<file path="config.mk">
export PLATFORM = sky130hd
export DESIGN_NAME = bsd_store
export DESIGN_NICKNAME = d
export VERILOG_FILES = /design/src/logic/bsd_pkg.sv /design/src/logic/bsd_store.sv
export SDC_FILE = /design/constraint.sdc
export NUM_CORES = 1
export LEC_CHECK = 0
export ABC_CLOCK_PERIOD_IN_PS = 3400
export BUFFER_PORTS_ARGS = -buffer_cell sky130_fd_sc_hd__buf_2
export CORE_MARGIN = 2
export CORE_UTILIZATION = 30
export DETAILED_ROUTE_END_ITERATION = 12
export GPL_TIMING_DRIVEN = 0
export PLACE_DENSITY_LB_ADDON = 0.15
export SYNTH_ARGS = -nofsm -noshare
export SYNTH_HDL_FRONTEND = slang
export SYNTH_SLANG_ARGS = --single-unit
</file>
<file path="constraint.sdc">
create_clock -name clk_in -period 3.4 [get_ports clk_in]
set_input_delay 0 -clock clk_in [delete_from_list [all_inputs] [get_ports clk_in]]
set_output_delay 0 -clock clk_in [all_outputs]
set_load 0.02 [all_outputs]
</file>
<file path="src/logic/bsd_pkg.sv">
/*
  Constants and carrier types for the byte field store decoder.
  Assumes a 16-bit instruction stream and a 32-bit register file of two banks.

// What this block does
// - An opcode word whose bits 15 to 9 are 1010110 is recognised, its low bits giving source, file select and base.
// - The operation is two words long, the word after the opcode being taken as displacement before moving on.
// - The destination is a bit address, so the byte may start at any bit position.
// - The stored byte is the low eight bits of the source register.
// - The store is an eight-bit field write that may straddle two memory words.
*/
package bsd_pkg;
  localparam int BSD_WORD_W = 16;
  localparam int BSD_REG_W = 32;
  localparam int BSD_REGSEL_W = 4;
  localparam int BSD_OPC_HI = 15;
  localparam int BSD_OPC_LO = 9;
  localparam logic [6:0] BSD_OPC_CODE = 7'h56;
  localparam int BSD_SRC_HI = 8;
  localparam int BSD_SRC_LO = 5;
  localparam int BSD_FILE_BIT = 4;
  localparam int BSD_BASE_HI = 3;
  localparam int BSD_BASE_LO = 0;
  localparam int BSD_FIELD_W = 8;
  localparam int BSD_OP_WORDS = 2;

  typedef struct packed {
    logic file_sel;
    logic [BSD_REGSEL_W-1:0] src_sel;
    logic [BSD_REGSEL_W-1:0] base_sel;
  } bsd_rsel_t;

  typedef struct packed {
    logic [BSD_REG_W-1:0] bit_addr;
    logic [BSD_FIELD_W-1:0] data;
  } bsd_fwrite_t;
endpackage

</file>
<file path="src/logic/bsd_store.sv">
/*
  Decode and execute of the register-plus-displacement byte field store.
  Holds the opcode recognition, the displacement fetch, the bit address sum,
  the single eight-bit field write request, the status hold level and the done pulse.
  Assumes a fetch stream that holds each word until fetch_take_out pulses, a
  register file read port whose data is valid by the calculation cycle, and a
  field write path that performs the read-modify-write of one or two words,
  touches nothing else and holds write_ready_in low while busy.
*/
`timescale 1ns/1ps
module bsd_store
  import bsd_pkg::*;
#(
  parameter int WORD_W = BSD_WORD_W,
  parameter int REG_W = BSD_REG_W,
  parameter int FIELD_W = BSD_FIELD_W,
  parameter int OP_WORDS = BSD_OP_WORDS
)
(
  input wire logic clk_in,
  input wire logic rst_in,
  input wire logic [BSD_WORD_W-1:0] fetch_word_in,
  input wire logic fetch_valid_in,
  output logic fetch_take_out,
  output logic op_match_out,
  output bsd_rsel_t reg_sel_out,
  input wire logic [BSD_REG_W-1:0] src_data_in,
  input wire logic [BSD_REG_W-1:0] base_data_in,
  output logic write_valid_out,
  output bsd_fwrite_t write_out,
  input wire logic write_ready_in,
  output logic status_hold_out,
  output logic done_out
);
  typedef enum logic [3:0] {
    BSD_IDLE = 4'h1,
    BSD_DISP = 4'h2,
    BSD_CALC = 4'h4,
    BSD_WRITE = 4'h8
  } bsd_state_t;

  // Width of the count of words taken for one operation
  localparam int CNT_W = $clog2(OP_WORDS + 1);

  bsd_state_t state_reg;
  bsd_state_t state_next;
  logic [WORD_W-1:0] disp_reg;
  logic [CNT_W-1:0] word_cnt_reg;
  logic [REG_W-1:0] disp_ext;

  function automatic logic is_field_store(input logic [BSD_WORD_W-1:0] w);
    return w[BSD_OPC_HI:BSD_OPC_LO] == BSD_OPC_CODE;
  endfunction

  // Register fields of the opcode word
  function automatic bsd_rsel_t decode_rsel(input logic [BSD_WORD_W-1:0] w);
    bsd_rsel_t r;
    r = '0;
    r.file_sel = w[BSD_FILE_BIT];
    r.src_sel = w[BSD_SRC_HI:BSD_SRC_LO];
    r.base_sel = w[BSD_BASE_HI:BSD_BASE_LO];
    return r;
  endfunction

  // Take pulse high masks a second take of the same word
  wire logic take_opcode = state_reg == BSD_IDLE && fetch_valid_in && !fetch_take_out &&
                           is_field_store(fetch_word_in);
  wire logic take_disp = state_reg == BSD_DISP && fetch_valid_in && !fetch_take_out &&
                         word_cnt_reg < CNT_W'(OP_WORDS);
  wire logic write_done = state_reg == BSD_WRITE && write_ready_in;

  // Sequencing: opcode, displacement, address, field write
  always_comb begin
    state_next = state_reg;
    case (state_reg)
      BSD_IDLE: begin
        if (take_opcode) begin
          state_next = BSD_DISP;
        end
      end
      BSD_DISP: begin
        if (take_disp) begin
          state_next = BSD_CALC;
        end
      end
      BSD_CALC: begin
        state_next = BSD_WRITE;
      end
      BSD_WRITE: begin
        if (write_ready_in) begin
          state_next = BSD_IDLE;
        end
      end
      default: begin
        state_next = BSD_IDLE;
      end
    endcase
  end

  always_ff @(posedge clk_in) begin
    if (rst_in) begin
      state_reg <= BSD_IDLE;
    end else begin
      state_reg <= state_next;
    end
  end

  // Words of the current operation: opcode, then one displacement
  always_ff @(posedge clk_in) begin
    if (rst_in) begin
      word_cnt_reg <= '0;
    end else if (take_opcode) begin
      word_cnt_reg <= CNT_W'(1);
    end else if (take_disp) begin
      word_cnt_reg <= word_cnt_reg + CNT_W'(1);
    end else if (write_done) begin
      word_cnt_reg <= '0;
    end
  end

  // One-cycle take pulse for each of the two words
  always_ff @(posedge clk_in) begin
    if (rst_in) begin
      fetch_take_out <= 1'b0;
      op_match_out <= 1'b0;
    end else begin
      fetch_take_out <= take_opcode || take_disp;
      op_match_out <= take_opcode;
    end
  end

  // Shared file select bit drives both register fields
  always_ff @(posedge clk_in) begin
    if (rst_in) begin
      reg_sel_out <= '0;
    end else if (take_opcode) begin
      reg_sel_out <= decode_rsel(fetch_word_in);
    end
  end

  // Displacement word kept for the address sum

  always_ff @(posedge clk_in) begin
    if (rst_in) begin
      disp_reg <= '0;
    end else if (take_disp) begin
      disp_reg <= fetch_word_in;
    end
  end

  // Sign extension of the displacement, one bit at a time
  for (genvar i = 0; i < REG_W; i++) begin : g_sext
    if (i < WORD_W) begin : g_low
      assign disp_ext[i] = disp_reg[i];
    end else begin : g_high
      assign disp_ext[i] = disp_reg[WORD_W-1];
    end
  end

  // Bit-granular address, wraps modulo the register width
  always_ff @(posedge clk_in) begin
    if (rst_in) begin
      write_out.bit_addr <= '0;
    end else if (state_reg == BSD_CALC) begin
      write_out.bit_addr <= base_data_in + disp_ext;
    end
  end

  // Upper source bits are ignored
  always_ff @(posedge clk_in) begin
    if (rst_in) begin
      write_out.data <= '0;
    end else if (state_reg == BSD_CALC) begin
      write_out.data <= src_data_in[FIELD_W-1:0];
    end
  end

  // Exactly one eight-bit field write; straddling handled by the write path
  always_ff @(posedge clk_in) begin
    if (rst_in) begin
      write_valid_out <= 1'b0;
    end else if (state_reg == BSD_CALC) begin
      write_valid_out <= 1'b1;
    end else if (write_valid_out && write_ready_in) begin
      write_valid_out <= 1'b0;
    end
  end

  // Done pulse on the edge the write is accepted
  always_ff @(posedge clk_in) begin
    if (rst_in) begin
      done_out <= 1'b0;
    end else begin
      done_out <= write_done;
    end
  end

  // Status flags frozen for the whole operation
  always_ff @(posedge clk_in) begin
    if (rst_in) begin
      status_hold_out <= 1'b0;
    end else begin
      status_hold_out <= state_reg != BSD_IDLE || take_opcode;
    end
  end
endmodule

</file>
==> results.sh, run 1 <==
export IMPL_fp_dieW_um=126.7
export IMPL_h_tree_depth=3
export IMPL_critPathMaxStageDelay_ps=830
export IMPL_firstDrtPassIters=5
export IMPL_synthDistinctLibCells=62
export IMPL_status="finished, final reports clean"
export IMPL_max_cap_violations=0
export IMPL_synthesis_area_um2=4516
export IMPL_crit_path_start="disp_reg[15]"
export IMPL_finalMaxSlewViolations=0
export IMPL_start_util_pct=30.84
export IMPL_finalSetupViolations=0
export IMPL_crit_path_start_kind="register"
export IMPL_crit_top_cell="o21ai_0"
export IMPL_final_cell_mix="nand2_1, buf_2, a21oi_1"
export IMPL_path_max_fanout=18
export IMPL_min_from="base_data_in[0]"
export IMPL_area_delta_synth_final_pct=30.48
export IMPL_yosysSeqAreaShare_pct=33.69
export IMPL_rows=44
export IMPL_ys_seq_elements=76
export IMPL_clk_latency_ps=350
export IMPL_wl_um=14840
export IMPL_ir_worst_vdd_v=0.0002391
export IMPL_power_frac_seq_pct=41.5
export IMPL_hold_ws_ps=43.35
export IMPL_synthFlopType="dfxtp_1"
export IMPL_multiInputGateArea_um2=2819
export IMPL_clkTransAtPathRegs_ps=70
export IMPL_crit_type="register to register"
export IMPL_p_int_mw=1.622
export IMPL_slew_headroom_pct=47.20
export IMPL_place_gp_congestion=0.9039
export IMPL_ios=138
export IMPL_final_core_util_pct=40.23
export IMPL_tightestPinTransition_ps=791.0
export IMPL_largest_reg_flops=40
export IMPL_wl_met1_um=7296
export IMPL_synth_top_area_cell="dfxtp_1"
export IMPL_clock_fmax_mhz=338.1
export IMPL_switching_share_pct=24.44
export IMPL_synthArstFlopShare_pct=0
export IMPL_crit_family="compound AO/OA/AOI/OAI gates"
export IMPL_synth_edff_count=0
export IMPL_cts_sinks=76
export IMPL_min_period_ps=2958
export IMPL_power_density_nw_per_um2=364.3
export IMPL_path_buf_inv=1
export IMPL_pwr_share_clk_pct=50.2
export IMPL_r2r_start="disp_reg[15]"
export IMPL_grt_usage_pct=18.33
export IMPL_post_route_period_util_pct=86.99
export IMPL_combPwrFrac_pct=8.3
export IMPL_drive_above_1_share_pct=20.86
export IMPL_viasPerCell=5.156
export IMPL_post_dp_cell_area_um2=5311
export IMPL_wl_met3_um=678
export IMPL_finalInstanceArea_um2=5892
export IMPL_drtIter0Drc=265
export IMPL_grt_antenna_before_repair=0
export IMPL_port_buffers=113
export IMPL_wl_per_cell_um=15.99
export IMPL_synth_avg_cell_area_um2=7.667
export IMPL_grt_setup_unrepaired="false"
export IMPL_required_ps=3630
export IMPL_end_kind="register"
export IMPL_cts_made_buffers=9
export IMPL_grt_max_degree=19
export IMPL_final_common_cell="nand2_1"
export IMPL_fill_cells=1565
export IMPL_core_area_um2=14640
export IMPL_maxUsedRoutingLayer="met4"
export IMPL_dieArea_um2=16050
export IMPL_finalHoldViolations=0
export IMPL_synth_top_area_share_pct=33.69
export IMPL_final_nets=854
export IMPL_synthCells=589
export IMPL_p_leak_nw=2.522
export IMPL_num_vias=4785
export IMPL_cts_root_buffer="clkbuf_16"
export IMPL_routed_wl_met2_um=6526
export IMPL_cts_buffer_depth=2
export IMPL_cts_tree="yes"
export IMPL_grt_pass1_vias=4467
export IMPL_hold_class="input port to register"
export IMPL_synth_nets=705
export IMPL_grt_first_pass_wirelength_um=23320
export IMPL_fin_tns_setup_ps=0
export IMPL_dieHeight_um=126.7
export IMPL_ant_nets=0
export IMPL_cpMaxStageDelayCell="dfxtp_1"
export IMPL_post_dp_hpwl_um=11510
export IMPL_synth_area_leaders="dfxtp_1, nand2_1, a21oi_1"
export IMPL_yosys_warnings=0
export IMPL_fin_skew_ps=8.532
export IMPL_seqCellArea_um2=1521
export IMPL_grt_ovfl_total=0
export IMPL_drc=0
export IMPL_switchingPower_mw=0.5246
export IMPL_crit_chain="ha_1 > buf_2 > nand2_1 > o21ai_0 > a21oi_1 > o21ai_0 > o21ai_0 > and3b_1 > a211o_1"
export IMPL_critPathArrivalTime_ps=3190
-- cell type report --
type                    instances  share of cell area [%]
inverters                      11                  0.7008
plain buffers                  29                   2.272
repair buffers                138                   13.85
clock inverters                 7                   1.741
diodes                          1                 0.04247
multi-input cells             473                   47.84
well taps                     184                   3.907
clock buffers                   9                   3.822
flip-flops and latches         76                   25.82
-- Yosys cell counts (5+ instances only) --
master      n
inv_1      10
a211oi_1    9
xnor2_1     9
nand3b_1    5
o21bai_1    8
buf_2       6
o21ai_0    30
nand4_1     8
nand2_1   134
clkbuf_1   17
nand3_1     7
a21oi_1    90
nor3_1     10
dfxtp_1    76
nor2_1     32
nor2b_1     5
and3_1      5
ha_1       31
xor2_1     12
a21o_1      9
-- path summary, 6_finish.rpt --
| kind | endpoint | slack (ps) | cells past startpoint |
|---|---|---|---|
| min reg2reg | write_out[25] | 450 | 2 |
| max reg2reg | write_out[39] | 440 | 9 |
| max | write_out[39] | 440 | 9 |
| min | write_out[8] | 40 | 4 |
-- metrics by stage --
stage	setup slack, ps	power (mW)	instances
2_1_floorplan	1015	0.9925	589
3_3_place_gp	382.6	1.064	886
3_5_place_dp	483.9	1.065	886
4_1_cts	455.9	2.164	927
5_1_grt	203.5	2.213	927
6_report	442.2	2.147	928
-- timing repair --
item                                   in CTS  in global routing
hold buffers                               25                  0
endpoints found under the hold margin      34                  0
resized for setup                           0                  0
buffers inserted                            0                  0
-- power by group through the flow --
stage | Clock (mW) | Combinational, mW | Sequential (mW)
5_1_grt | 1.13 | 0.195 | 0.890
6_report | 1.08 | 0.178 | 0.891
2_1_floorplan | 0 | 0.0812 | 0.911
3_5_place_dp | 0 | 0.154 | 0.911
3_3_place_gp | 0 | 0.153 | 0.911
4_1_cts | 1.10 | 0.177 | 0.891
-- tightest hold or removal path: cells and delay by family --
kind	cells	cell delay (ps)
AND/OR/NAND/NOR	1	40
buffers and inverters	1	80
AO/OA/AOI/OAI	1	100
adder cells (fa/ha/maj)	1	130
-- per-layer routing --
metal  vias up  track usage [%]
met5         -                0
met4         0            7.498
met3        25            3.163
met2       138            28.71
met1      2226            25.07
li1       2396                -
-- cells by family after synthesis --
group / share of synthesized area [%]
AO/OA/AOI/OAI: 24.80
XOR/XNOR: 4.073
buffers and inverters: 3.879
adder cells (fa/ha/maj): 9.033
multiplexers: 0.2217
AND/OR/NAND/NOR: 24.30
flip-flops: 33.69
Note: power is estimated with default switching activity, not from simulation.
==> run 2, diff against run 1 <==
--- a/config.mk
+++ b/config.mk
@@ -7,7 +7,7 @@
 export LEC_CHECK = 0
 export ABC_CLOCK_PERIOD_IN_PS = 3400
 export BUFFER_PORTS_ARGS = -buffer_cell sky130_fd_sc_hd__buf_2
-export CORE_MARGIN = 2
+export CORE_MARGIN = 1.5
 export CORE_UTILIZATION = 30
 export DETAILED_ROUTE_END_ITERATION = 12
 export GPL_TIMING_DRIVEN = 0
==> constraint.sdc (replaced) <==
create_clock -name clk_in -period 3.4 [get_ports clk_in]
set_input_delay 0.51 -clock clk_in [delete_from_list [all_inputs] [get_ports clk_in]]
set_output_delay 0.51 -clock clk_in [all_outputs]
set_load 0.02 [all_outputs]
==> run 2 against run 1 <==
Compared with the run above: die area decreased by 1.6%; sequential share of layout area increased by 1.4 points; first-iteration DRC count decreased by 23%; critical path depth decreased by 1; register-to-register slack got worse by 95 ps; critical path type unchanged; largest cell class unchanged; largest power group unchanged.
==> results.sh, run 2 (synthesized netlist as in run 1, its figures left out) <==
export IMPL_status="finished, final reports clean"
export IMPL_place_gp_congestion=0.8488
export IMPL_pwr_share_clk_pct=46.8
export IMPL_drc=0
export IMPL_start_util_pct=30.95
export IMPL_finalSetupViolations=0
export IMPL_required_ps=3640
export IMPL_finalMaxSlewViolations=0
export IMPL_antenna_cells=0
export IMPL_dp_slack_ps=369.8
export IMPL_h_tree_depth=3
export IMPL_crit_family="compound AO/OA/AOI/OAI gates"
export IMPL_critPathMaxStageDelay_ps=810
export IMPL_fin_ws_ps=346.9
export IMPL_postCtsSetupRepairBufs=0
export IMPL_ant_nets=0
export IMPL_cpMaxStageDelayCell="dfxtp_1"
export IMPL_clk_latency_ps=350
export IMPL_fin_tns_setup_ps=0
export IMPL_wl_per_cell_um=15.65
export IMPL_grt_antenna_before_repair=0
export IMPL_cts_sinks=76
export IMPL_grt_usage_pct=17.91
export IMPL_end_kind="register"
export IMPL_post_dp_hpwl_um=11090
export IMPL_cts_made_buffers=9
export IMPL_fp_dieW_um=125.7
export IMPL_combPwrFrac_pct=7.9
export IMPL_grt_setup_unrepaired="false"
export IMPL_num_vias=4586
export IMPL_crit_chain="ha_1 > a21oi_1 > o21bai_1 > a2111oi_0 > o21ai_0 > o21ai_0 > nand2_1 > a211o_1"
export IMPL_ios=138
export IMPL_min_period_ps=3053
export IMPL_firstDrtPassIters=4
export IMPL_dieHeight_um=125.7
export IMPL_core_area_um2=14590
export IMPL_rows=44
export IMPL_finalHoldViolations=0
export IMPL_hold_ws_ps=403.3
export IMPL_cts_root_buffer="clkbuf_16"
export IMPL_largest_reg_flops=40
export IMPL_clock_fmax_mhz=327.5
export IMPL_tightestPinTransition_ps=758.2
export IMPL_p_int_mw=1.455
export IMPL_grt_pass1_vias=4362
export IMPL_crit_top_cell="o21ai_0"
export IMPL_crit_path_start_kind="register"
export IMPL_grt_first_pass_wirelength_um=22380
export IMPL_crit_type="register to register"
export IMPL_wl_um=14110
export IMPL_hold_class="input port to register"
export IMPL_grt_ovfl_total=0
export IMPL_area_delta_synth_final_pct=23.91
export IMPL_final_nets=829
export IMPL_post_route_period_util_pct=89.80
export IMPL_port_buffers=113
export IMPL_clkTransAtPathRegs_ps=60
export IMPL_ctsHoldBuffers=0
export IMPL_ir_worst_vdd_v=0.0002798
export IMPL_power_total_mw=1.963
export IMPL_cts_buffer_depth=2
export IMPL_max_cap_violations=0
export IMPL_drtIter0Drc=204
export IMPL_path_buf_inv=0
export IMPL_path_max_fanout=18
export IMPL_switchingPower_mw=0.5078
export IMPL_cts_repair_resized=0
export IMPL_fin_cells=902
export IMPL_final_common_cell="nand2_1"
export IMPL_slew_headroom_pct=49.38
export IMPL_p_leak_nw=2.399
export IMPL_fin_skew_ps=8.659
export IMPL_switching_share_pct=25.87
export IMPL_dieArea_um2=15800
export IMPL_power_density_nw_per_um2=350.8
export IMPL_grt_max_degree=19
export IMPL_power_frac_seq_pct=45.4
export IMPL_dp_cells=886
export IMPL_fill_cells=1536
export IMPL_critPathArrivalTime_ps=3290
export IMPL_drive_above_1_share_pct=21.59
export IMPL_final_cell_mix="nand2_1, buf_2, a21oi_1"
export IMPL_viasPerCell=5.084
export IMPL_cts_tree="yes"
## run 2: cell count changes in the layout (fill, tap and decap cells not counted), sizes merged
cell,before,now
bufinv,2,0
diode,1,0
clkinv,0,3
inv,15,14
dlygate4sd3,25,0
## run 2: worst paths after layout
check,to,slack (ps),cells past startpoint,from
setup / recovery,write_out[39],350,8,disp_reg[15]
hold / removal,write_out[2],400,3,src_data_in[2]
setup reg to reg,write_out[39],350,8,disp_reg[15]
hold reg to reg,write_out[15],450,2,write_out[15]
## run 2: power by group through the flow
stage	sequential [mW]	combinational, mW	clock, mW
final	0.891	0.154	0.918
after global routing	0.890	0.170	0.995
after CTS	0.891	0.154	0.952
after detailed placement	0.911	0.153	0
after global placement	0.911	0.152	0
after floorplan	0.911	0.0812	0
## run 2: final cells by class
cell class | instances | area (um^2) | share of cell area, %
multi-input cells | 473 | 2819 | 50.38
well taps | 184 | 230.2 | 4.114
repair buffers | 113 | 565.5 | 10.11
flip-flops and latches | 76 | 1521 | 27.19
clock inverters | 7 | 58.81 | 1.051
plain buffers | 29 | 133.9 | 2.393
inverters | 11 | 41.29 | 0.7379
clock buffers | 9 | 225.2 | 4.025
## run 2: worst min-delay path, cell delays in order
cell	delay, ps
buf_2	100
nand2_1	40
a21oi_1	50
## run 2: through the flow
step           utilization, %  instance area, um^2
2_1_floorplan               -                 4516
5_1_grt                 38.35                 5595
4_1_cts                 38.35                 5595
3_5_place_dp            36.41                 5311
3_3_place_gp            36.41                 5311
6_report                38.35                 5595
## run 2: per-layer routing
metal,GRT usage (%),share of wire [%],vias to the layer above
met4,6.016,1.4,0
met3,3.823,4.5,10
li1,-,-,2339
met2,27.46,44,110
met5,0,0,-
met1,24.97,50,2127
==> run 3, diff against run 2 <==
--- a/config.mk
+++ b/config.mk
@@ -11,6 +11,7 @@
 export CORE_UTILIZATION = 30
 export DETAILED_ROUTE_END_ITERATION = 12
 export GPL_TIMING_DRIVEN = 0
+export MAX_ROUTING_LAYER = met4
 export PLACE_DENSITY_LB_ADDON = 0.15
 export SYNTH_ARGS = -nofsm -noshare
 export SYNTH_HDL_FRONTEND = slang
==> run 3 against run 2 <==
Compared with the run above: utilization up 0.31 points; cell area up 0.80%; critical path type unchanged; via count about the same; worst hold slack better by 2.5 ps; sequential cell count unchanged; critical endpoint unchanged; clock skew down 1.2 ps; sequential share of layout area down 0.22 points; combinational power about the same; sequential power about the same; power up 7.8%; highest routed layer unchanged; first-iteration DRC count down 32%.
==> results.sh, run 3 (synthesized netlist as in run 1, its figures left out) <==
export IMPL_final_common_cell="nand2_1"
export IMPL_viasPerCell=5.083
export IMPL_grt_first_pass_wirelength_um=22760
export IMPL_grt_antenna_before_repair=0
export IMPL_path_depth=9
export IMPL_cts_repair_resized=0
export IMPL_area_delta_synth_final_pct=24.91
export IMPL_port_buffers=113
export IMPL_h_tree_depth=3
export IMPL_drc=0
export IMPL_end_kind="register"
export IMPL_status="finished, final reports clean"
export IMPL_drtIter0Drc=138
export IMPL_dieHeight_um=125.7
export IMPL_critPathMaxStageDelay_ps=850
export IMPL_wl_per_cell_um=15.79
export IMPL_fin_tns_setup_ps=0
export IMPL_fill_cells=1559
export IMPL_grt_usage_pct=18.54
export IMPL_crit_path_start_kind="register"
export IMPL_post_dp_cell_area_um2=5311
export IMPL_start_util_pct=30.95
export IMPL_clkTransAtPathRegs_ps=60
export IMPL_antenna_cells=0
export IMPL_rr_worst_depth=9
export IMPL_final_nets=829
export IMPL_post_route_period_util_pct=88.53
export IMPL_rrSetupSlack_ps=390
export IMPL_ios=138
export IMPL_crit_path_start="disp_reg[15]"
export IMPL_dp_cells=886
export IMPL_drive_above_1_share_pct=21.59
export IMPL_fin_skew_ps=7.421
export IMPL_crit_top_cell="o21ai_0"
export IMPL_slew_headroom_pct=45.27
export IMPL_clock_fmax_mhz=332.2
export IMPL_ctsHoldBuffers=0
export IMPL_grt_ovfl_total=0
export IMPL_rows=44
export IMPL_dieArea_um2=15800
export IMPL_cts_sinks=76
export IMPL_finalHoldViolations=0
export IMPL_crit_chain="ha_1 > buf_2 > nand2_1 > o21ai_0 > a21oi_1 > o21ai_0 > o21ai_0 > and3b_1 > a211o_1"
export IMPL_wl_um=14240
export IMPL_num_vias=4585
export IMPL_hold_class="input port to register"
export IMPL_core_area_um2=14590
export IMPL_clk_latency_ps=340
export IMPL_crit_family="compound AO/OA/AOI/OAI gates"
export IMPL_grt_max_degree=19
export IMPL_place_gp_congestion=0.8466
export IMPL_post_dp_hpwl_um=11270
export IMPL_path_buf_inv=1
export IMPL_finalSetupViolations=0
export IMPL_cts_made_buffers=9
export IMPL_critical_path_endpoint="write_out[39]"
export IMPL_final_cell_mix="nand2_1, buf_2, a21oi_1"
export IMPL_cts_root_buffer="clkbuf_16"
export IMPL_worstReg2RegEnd="write_out[39]"
export IMPL_p_leak_nw=2.422
export IMPL_fp_dieW_um=125.7
export IMPL_cpMaxStageDelayCell="dfxtp_1"
export IMPL_fin_cells=902
export IMPL_tightestPinTransition_ps=819.9
export IMPL_path_max_fanout=18
export IMPL_finalMaxSlewViolations=0
export IMPL_ir_worst_vdd_v=0.0002177
export IMPL_crit_type="register to register"
export IMPL_required_ps=3630
export IMPL_grt_pass1_vias=4355
export IMPL_critPathArrivalTime_ps=3240
export IMPL_cts_tree="yes"
export IMPL_r2r_start="disp_reg[15]"
export IMPL_finalInstanceArea_um2=5640
export IMPL_postCtsSetupRepairBufs=0
export IMPL_max_cap_violations=0
export IMPL_ant_nets=0
export IMPL_cts_buffer_depth=2
export IMPL_grt_setup_unrepaired="false"
export IMPL_power_density_nw_per_um2=375.0
export IMPL_largest_reg_flops=40
export IMPL_min_period_ps=3010
export IMPL_firstDrtPassIters=4
run 3: changes by cell type in the layout (fill, tap and decap cells not counted), sizes merged:
| cell | before | now |
|---|---|---|
| inv | 14 | 15 |
| clkinvlp | 1 | 0 |
| clkinv | 3 | 1 |
| bufinv | 0 | 2 |
run 3: worst min-delay path by stage:
| stage | endpoint | slack (ps) | depth (start not counted) | start |
|---|---|---|---|---|
| after floorplan | disp_reg[0] | 440 | 2 | disp_reg[0] |
| after global placement | write_out[25] | 430 | 2 | write_out[25] |
| after detailed placement | write_out[27] | 440 | 2 | write_out[27] |
| after CTS | write_out[6] | 400 | 3 | src_data_in[6] |
| after global routing | write_out[2] | 400 | 3 | src_data_in[2] |
| final | write_out[2] | 410 | 3 | src_data_in[2] |
run 3: area by class of cell:
type	count	area [um^2]	area share, %
Clock inverter	7	103.9	1.841
Buffer	29	133.9	2.374
Clock buffer	9	225.2	3.993
Sequential cell	76	1521	26.97
Tap cell	184	230.2	4.082
Multi-Input combinational cell	473	2819	49.98
Inverter	11	41.29	0.7320
Timing Repair Buffer	113	565.5	10.03
run 3: tightest hold or removal path, stage by stage:
cell and delay [ps]:
buf_2 100, nand2_1 50, a21oi_1 50
run 3: power breakdown:
| group | leakage [nW] | internal (mW) | switching [mW] | total [mW] |
|---|---|---|---|---|
| clock | 0.161 | 0.655 | 0.415 | 1.07 |
| sequential | 0.612 | 0.890 | 0.000325 | 0.891 |
| combinational | 1.65 | 0.0592 | 0.0954 | 0.155 |
run 3: per-layer routing:
| layer | wire length [um] | global-route usage (%) |
|---|---|---|
| met5 | 0 | - |
| met1 | 7137 | 25.09 |
| met4 | 188 | 5.749 |
| met3 | 586 | 2.719 |
| met2 | 6331 | 28.61 |
run 3: stage by stage:
step	total power, mW	worst slack (ps)	util, %	hold slack [ps]
floorplan	0.9925	924.7	-	440.0
global placement	1.064	387.2	36.41	433.0
detailed placement	1.065	396.8	36.41	443.2
CTS	2.136	381.7	38.66	395.9
global route	2.189	182.6	38.66	398.3
finish	2.115	389.9	38.66	405.7
